## src/verilog/cmd_word_pkg.sv

```systemverilog
// Constants for the plain-profile command word decoder
`default_nettype none
package cmd_word_pkg;
  localparam int WORD_W          = 32;
  localparam int BIT_STOP        = 0;
  localparam int BIT_START       = 1;
  localparam int BIT_REVERSE     = 2;
  localparam int BIT_FAULT_RESET = 4;
  localparam int BIT_LOC_SEL     = 5;
  localparam int BIT_RUN_DISABLE = 6;
  localparam int BIT_STOP_NORMAL = 7;
  localparam int BIT_STOP_URGENT = 8;
  localparam int BIT_STOP_FREE   = 9;
  localparam int BIT_ACCEL_SET   = 10;
  localparam int BIT_RAMP_OUT_Z  = 11;
  localparam int BIT_RAMP_HOLD   = 12;
  localparam int BIT_RAMP_IN_Z   = 13;
  localparam int BIT_LOCAL_LOCK  = 14;
  localparam int BIT_TORQUE_SET  = 15;
  localparam int BIT_CTL_TAKE    = 16;
  localparam int BIT_REF_TAKE    = 17;
  localparam int USER_LO         = 22;
  localparam int USER_W          = 4;
  localparam int DRIVE_W         = 16;
  localparam logic [31:0] CMD_RESET = 32'h0000_0000;
  // Used-bit mask: everything else is reserved and dropped
  localparam logic [31:0] CMD_USED_MASK = 32'h03C3_FFF7;

  typedef enum logic [1:0] {
    STOP_BY_PARAM         = 2'b00,
    STOP_BY_NORMAL_SLOPE  = 2'b01,
    STOP_BY_URGENT_SLOPE  = 2'b10,
    STOP_BY_FREEWHEEL     = 2'b11
  } stop_mode_t;
endpackage : cmd_word_pkg
`default_nettype wire

```

## src/verilog/drive_command_word_decoder.sv

```systemverilog
// Decoder from the fieldbus command word to internal drive commands
`timescale 1ns/100ps
`default_nettype none

module drive_command_word_decoder (
  input  wire logic                 clock,
  input  wire logic                 sys_rst,
  input  wire logic                 cmdWrite,
  input  wire logic [31:0]          cmdWord,
  input  wire logic                 refNegative,
  input  wire logic                 faultActive,
  input  wire logic                 locFromBus,
  input  wire logic                 runEnFromBus,
  input  wire logic                 accelSetFromBus,
  input  wire logic                 torqueSetFromBus,
  input  wire logic [1:0]           paramStopMode,
  output logic      [15:0]          driveCmdWord,
  output logic                      stopCmd,
  output logic                      startCmd,
  output logic      [1:0]           stopMode,
  output logic                      dirReverse,
  output logic                      faultResetPulse,
  output logic                      secondExternalLocation,
  output logic                      runEnable,
  output logic                      accelSetSelect,
  output logic                      rampOutZero,
  output logic                      rampHold,
  output logic                      rampInZero,
  output logic                      localLock,
  output logic                      torqueBoundSetSelect,
  output logic                      busControlTakeover,
  output logic                      busReferenceTakeover,
  output logic      [3:0]           userBits
);

  // Incoming word view: the write if one is made, else the word already held
  logic [31:0] heldWord;
  logic [31:0] nextWord;
  // Stored fields of the command word
  logic [15:0] lowWord_q;
  logic [15:0] lowWord_d;
  logic        ctlTake_q;
  logic        ctlTake_d;
  logic        refTake_q;
  logic        refTake_d;
  logic [3:0]  user_q;
  logic [3:0]  user_d;
  // Derived commands
  logic        faultRst_q;
  logic        faultRst_d;
  logic        dir_q;
  logic        dir_d;
  logic [1:0]  stop_q;
  logic [1:0]  stop_d;
  // Selections that may follow the bus
  logic        secondLoc_q;
  logic        secondLoc_d;
  logic        runEn_q;
  logic        runEn_d;
  logic        accel_q;
  logic        accel_d;
  logic        torque_q;
  logic        torque_d;

  // Lowest set request bit wins when several stop modes are asked at once
  function automatic logic [1:0] pickStopMode(
    input logic [31:0] w,
    input logic [1:0]  dflt
  );
    logic [1:0] mode;
    mode = dflt;
    if (w[cmd_word_pkg::BIT_STOP_FREE]) begin
      mode = 2'(cmd_word_pkg::STOP_BY_FREEWHEEL);
    end
    if (w[cmd_word_pkg::BIT_STOP_URGENT]) begin
      mode = 2'(cmd_word_pkg::STOP_BY_URGENT_SLOPE);
    end
    if (w[cmd_word_pkg::BIT_STOP_NORMAL]) begin
      mode = 2'(cmd_word_pkg::STOP_BY_NORMAL_SLOPE);
    end
    return mode;
  endfunction

  // A selection follows the bus only while configured to, else it holds
  function automatic logic followBus(
    input logic sourced,
    input logic fromWord,
    input logic held
  );
    logic result;
    result = held;
    if (sourced) begin
      result = fromWord;
    end
    return result;
  endfunction

  // Rising edge of one bit between the held and the incoming word
  function automatic logic wordBitRose(
    input logic [31:0] newWord,
    input logic [31:0] oldWord,
    input int          pos
  );
    logic rose;
    rose = newWord[pos] & ~oldWord[pos];
    return rose;
  endfunction

  // Reserved positions are cleared on entry so they can never reach a command
  always_comb begin
    heldWord = {6'h00, user_q, 4'h0, refTake_q, ctlTake_q, lowWord_q};
    nextWord = heldWord;
    if (cmdWrite) begin
      nextWord = cmdWord & cmd_word_pkg::CMD_USED_MASK;
    end
  end

  // Lower half passed on as is
  always_comb begin
    lowWord_d = nextWord[cmd_word_pkg::DRIVE_W-1:0];
  end

  always_ff @(posedge clock or posedge sys_rst) begin
    if (sys_rst) begin
      lowWord_q <= 16'h0000;
    end else begin
      lowWord_q <= lowWord_d;
    end
  end

  // Control takeover request
  always_comb begin
    ctlTake_d = nextWord[cmd_word_pkg::BIT_CTL_TAKE];
  end

  always_ff @(posedge clock or posedge sys_rst) begin
    if (sys_rst) begin
      ctlTake_q <= 1'h0;
    end else begin
      ctlTake_q <= ctlTake_d;
    end
  end

  // Reference takeover request
  always_comb begin
    refTake_d = nextWord[cmd_word_pkg::BIT_REF_TAKE];
  end

  always_ff @(posedge clock or posedge sys_rst) begin
    if (sys_rst) begin
      refTake_q <= 1'h0;
    end else begin
      refTake_q <= refTake_d;
    end
  end

  // User bits carry no meaning here
  always_comb begin
    user_d = nextWord[cmd_word_pkg::USER_LO +: cmd_word_pkg::USER_W];
  end

  always_ff @(posedge clock or posedge sys_rst) begin
    if (sys_rst) begin
      user_q <= 4'h0;
    end else begin
      user_q <= user_d;
    end
  end

  // Edge is taken against the stored word so a held bit resets only once
  always_comb begin
    faultRst_d = wordBitRose(nextWord, heldWord, cmd_word_pkg::BIT_FAULT_RESET) & faultActive;
  end

  always_ff @(posedge clock or posedge sys_rst) begin
    if (sys_rst) begin
      faultRst_q <= 1'h0;
    end else begin
      faultRst_q <= faultRst_d;
    end
  end

  // Direction from reverse bit and reference sign
  always_comb begin
    dir_d = nextWord[cmd_word_pkg::BIT_REVERSE] ^ refNegative;
  end

  always_ff @(posedge clock or posedge sys_rst) begin
    if (sys_rst) begin
      dir_q <= 1'h0;
    end else begin
      dir_q <= dir_d;
    end
  end

  // Stop method
  always_comb begin
    stop_d = pickStopMode(nextWord, paramStopMode);
  end

  always_ff @(posedge clock or posedge sys_rst) begin
    if (sys_rst) begin
      stop_q <= 2'h0;
    end else begin
      stop_q <= stop_d;
    end
  end

  // Selections keep their last value while the bus is not the source
  // Location choice
  always_comb begin
    secondLoc_d = followBus(locFromBus, nextWord[cmd_word_pkg::BIT_LOC_SEL], secondLoc_q);
  end

  always_ff @(posedge clock or posedge sys_rst) begin
    if (sys_rst) begin
      secondLoc_q <= 1'h0;
    end else begin
      secondLoc_q <= secondLoc_d;
    end
  end

  // Run enable, active when the disable bit is clear
  always_comb begin
    runEn_d = followBus(runEnFromBus, ~nextWord[cmd_word_pkg::BIT_RUN_DISABLE], runEn_q);
  end

  always_ff @(posedge clock or posedge sys_rst) begin
    if (sys_rst) begin
      runEn_q <= 1'h0;
    end else begin
      runEn_q <= runEn_d;
    end
  end

  // Ramp set choice
  always_comb begin
    accel_d = followBus(accelSetFromBus, nextWord[cmd_word_pkg::BIT_ACCEL_SET], accel_q);
  end

  always_ff @(posedge clock or posedge sys_rst) begin
    if (sys_rst) begin
      accel_q <= 1'h0;
    end else begin
      accel_q <= accel_d;
    end
  end

  // Torque limit set choice
  always_comb begin
    torque_d = followBus(torqueSetFromBus, nextWord[cmd_word_pkg::BIT_TORQUE_SET], torque_q);
  end

  always_ff @(posedge clock or posedge sys_rst) begin
    if (sys_rst) begin
      torque_q <= 1'h0;
    end else begin
      torque_q <= torque_d;
    end
  end

  // Every output is a flip-flop or a bit of one
  assign driveCmdWord           = lowWord_q;
  assign stopCmd                = lowWord_q[cmd_word_pkg::BIT_STOP];
  assign startCmd               = lowWord_q[cmd_word_pkg::BIT_START];
  assign rampOutZero            = lowWord_q[cmd_word_pkg::BIT_RAMP_OUT_Z];
  assign rampHold               = lowWord_q[cmd_word_pkg::BIT_RAMP_HOLD];
  assign rampInZero             = lowWord_q[cmd_word_pkg::BIT_RAMP_IN_Z];
  assign localLock              = lowWord_q[cmd_word_pkg::BIT_LOCAL_LOCK];
  assign busControlTakeover     = ctlTake_q;
  assign busReferenceTakeover   = refTake_q;
  assign userBits               = user_q;
  assign stopMode               = stop_q;
  assign dirReverse             = dir_q;
  assign faultResetPulse        = faultRst_q;
  assign secondExternalLocation = secondLoc_q;
  assign runEnable              = runEn_q;
  assign accelSetSelect         = accel_q;
  assign torqueBoundSetSelect   = torque_q;

endmodule // drive_command_word_decoder

`default_nettype wire

```

## config.mk

```make
export PLATFORM = sky130hd
export DESIGN_NAME = drive_command_word_decoder
export DESIGN_NICKNAME = d
export VERILOG_FILES = /design/src/verilog/cmd_word_pkg.sv /design/src/verilog/drive_command_word_decoder.sv
export SDC_FILE = /design/constraint.sdc
export NUM_CORES = 1
export LEC_CHECK = 0
export BUFFER_PORTS_ARGS = -buffer_cell sky130_fd_sc_hd__buf_2
export CAP_MARGIN = 40
export CORE_MARGIN = 2
export CORE_UTILIZATION = 42
export CTS_BUF_LIST = sky130_fd_sc_hd__clkbuf_8
export DETAILED_ROUTE_END_ITERATION = 8
export PLACE_DENSITY = 0.83
export SYNTH_ARGS = -nofsm -noshare
export SYNTH_HDL_FRONTEND = slang
export SYNTH_SLANG_ARGS = --single-unit
```

## constraint.sdc

```tcl
create_clock -name clock -period 1.4 [get_ports clock]
set_input_delay 0.14 -clock clock [delete_from_list [all_inputs] [get_ports clock]]
set_output_delay 0.14 -clock clock [all_outputs]
set_load 0.05 [all_outputs]
```

==> out/qor.txt <==
Status: finished, final reports clean
Yosys top cell by area: dfrtp_1
Yosys top cell area share: 63.7%
Worst IR Drop VDD: 1.02 mV
R2r setup slk: 0.36 ns
CTS Buf Count: 5
Gr usage total: 15.8%
Drt wl/cell: 13.2 um
ANT cells: 0
Chip Width: 56.1 um
Layout cell share with drive strength beyond 1: 70.2%
Critical path fanouts, max: 3
CP required: 1.55 ns
Residual DRC count: 0
RR Endpoint: stopMode[1]$_DFF_PP0_
Min-Delay Path Depth: 2
Via Count: 803
Pwr dens: 1530 mW/mm^2
Syn Area/Cell: 15.6 um^2
Iteration-0 DRC Markers: 11
Synth Instances: 73
Setup violations, final: 0
DP HPWL: 1770 um
Fillcell total: 209
H-Tree Depth: 2
Hold WS: 0.0522 ns
Vias in the first global route: 877
Cell family with most CP delay: flip-flops
Asr flop ratio synth: 100%
Initial antenna violation count: 0
CP max stage delay: 0.38 ns
First-pass GRT wire length: 3690 um
Overall routed net length: 2250 um
Top cells by count, synth: 29 x dfrtp_1, 20 x mux2_2, 8 x buf_4
Post-Place Cell Area: 0.00146 mm^2
Root Driver: clkbuf_8
Max Clk Rate: 963 MHz
Worst Reg-to-Reg Cells: 3
Netlist cell types: 13
MaxCap Viol Count: 0
Cell-internal power: 1.56 mW
Clock Skew: 0.00243 ns
Final net count: 183
Fin crit period: 1.04 ns
Leak: 0.825 nW
Max-slew violations: 0
Net Sw Frac: 35.0%
Gr ovfl total: 0
Worst-path clk slew: 0.06 ns
Largest cells by area after synthesis: dfrtp_1 64%, mux2_2 20%, buf_4 5.3%, mux2_4 4.0%, mux2i_1 1.8%
Worst EP arrival: 1.19 ns
Sequential area share after synthesis: 63.7%
Area grow syn2layout: 38.2%
Final worst-path cycle share: 74.2%
Synthesis Warnings: 0
Slowest CP cell: dfrtp_1
Max transition margin: 64.0%
Sequential share of power: 40.5%
Vias per cell: 4.70
Die Height: 56.1 um
Reg2reg start: driveCmdWord[8]$_DFF_PP0_
Top FF cell, synth: dfrtp_1
HP Start: refNegative
Crit path capture type: register
Gate power share: 29.2%
Ports: 79
Die area: 0.00314 mm^2
Reg area: 726 um^2
Synth Net Count: 116
NetSw: 0.842 mW
# Post-CTS Setup Buffers: 0
Final ANT Viol Nets: 0
Clock sinks: 29
Min-Delay Path Class: input port to register
Worst-Skew Late Latency: 0.27 ns
Largest net degree at the start of global routing: 18
Kind of critical path: register to register
GPL Wtd Cong: 0.639
Clock Power Share: 30.2%
Hold Path End: dirReverse$_DFF_PP0_
Drt first pass iters: 3
Multi-input gate area: 330 um^2
WP buf/inv: 0
Crit-path cells: mux2_4 -> nor3_1 -> nor2_1
Post-synthesis cell area: 0.00114 mm^2
Starting Density: 45.1%
Clock tree buffer depth: 2
Top-count cell post-synth: dfrtp_1
Post-synthesis register bit count: 29
IO Port Bufs: 66
Crit start category: register
RSZ-0062 raised after global routing: no
TritonCTS clock tree: built
Final Hold Fails: 0
Final Cell Area: 0.00157 mm^2
Slew @ Worst Pin: 0.539 ns
Number of synthesized flops with an enable pin: 0
Final TNS setup: 0 ns
FP Rows: 18
Core area: 0.00252 mm^2
==> cells in the final DEF (no fill, tap or decap), types with 2 or more instances in the layout <==
cell type / n
mux2i_1: 2
mux2_2: 20
buf_2: 66
nor2_1: 2
inv_1: 3
clkbuf_8: 7
mux2_4: 3
dfrtp_1: 29
==> flip-flops by register name, summed over array words and instances (netlist names) <==
| register | cells |
|---|---|
| dirReverse | 1 |
| busControlTakeover | 1 |
| accelSetSelect | 1 |
| stopMode | 2 |
| secondExternalLocation | 1 |
| busReferenceTakeover | 1 |
| torqueBoundSetSelect | 1 |
| faultResetPulse | 1 |
| userBits | 4 |
| driveCmdWord | 15 |
| runEnable | 1 |
==> final cells by class <==
class | instances | share of cell area, %
Inverter | 3 | 0.715
Timing Repair Buffer | 69 | 23.4
Multi-Input combinational cell | 32 | 21.0
Sequential cell | 29 | 46.1
Clock buffer | 7 | 6.12
Tap cell | 30 | 2.38
Clock inverter | 1 | 0.318
==> through the flow <==
| stage | total power, mW | utilization, % | worst slack (ns) | std cells |
|---|---|---|---|---|
| after CTS | 2.44 | 62.4 | 0.338 | 171 |
| after global routing | 2.52 | 62.4 | 0.263 | 171 |
| after floorplan | 1.53 | - | 0.148 | 73 |
| after detailed placement | 1.70 | 58.0 | 0.184 | 162 |
| after global placement | 1.68 | 58.0 | 0.212 | 162 |
| final | 2.40 | 62.4 | 0.362 | 171 |
==> per-layer routing <==
| metal | GRT usage [%] | part of all wire, % |
|---|---|---|
| met5 | 0 | 0 |
| met4 | 5.10 | 0.71 |
| met3 | 7.67 | 8.0 |
| met2 | 27.7 | 54 |
| met1 | 16.5 | 37 |
==> worst max path at each step <==
| stage | start | to | cells past startpoint | slack (ns) |
|---|---|---|---|---|
| 2_1_floorplan | driveCmdWord[5]$_DFF_PP0_ | secondExternalLocation$_DFFE_PP0P_ | 2 | 0.15 |
| 3_3_place_gp | cmdWrite | secondExternalLocation$_DFFE_PP0P_ | 3 | 0.21 |
| 3_5_place_dp | cmdWrite | stopMode[1]$_DFF_PP0_ | 4 | 0.18 |
| 4_1_cts | driveCmdWord[8]$_DFF_PP0_ | stopMode[1]$_DFF_PP0_ | 3 | 0.34 |
| 5_1_grt | driveCmdWord[8]$_DFF_PP0_ | stopMode[1]$_DFF_PP0_ | 3 | 0.26 |
| 6_report | driveCmdWord[8]$_DFF_PP0_ | stopMode[1]$_DFF_PP0_ | 3 | 0.36 |
==> repair_timing <==
action / 4_1_cts / 5_1_grt
gates resized for setup: 0 / 0
hold buffers: 1 / 0
endpoints found under the hold margin: 12 / 0
==> power by group through the flow <==
stage                     clock (mW)  sequential (mW)  combinational [mW]
after detailed placement           0            0.989               0.708
after global routing           0.796            0.986               0.735
after CTS                      0.755            0.976               0.710
after floorplan                    0             1.31               0.223
final                          0.727            0.974               0.703
after global placement             0            0.983               0.695
==> cell families after synthesis <==
group                     synth area share (%)
DFF                                       63.7
muxes                                     25.5
buffers and inverters                     7.25
and+or+nand+nor                           1.98
AOI/OAI and AO/OA                        0.439
xor gates and xnor gates                 0.769
other                                    0.329
Power figures use the tool's default switching activity.
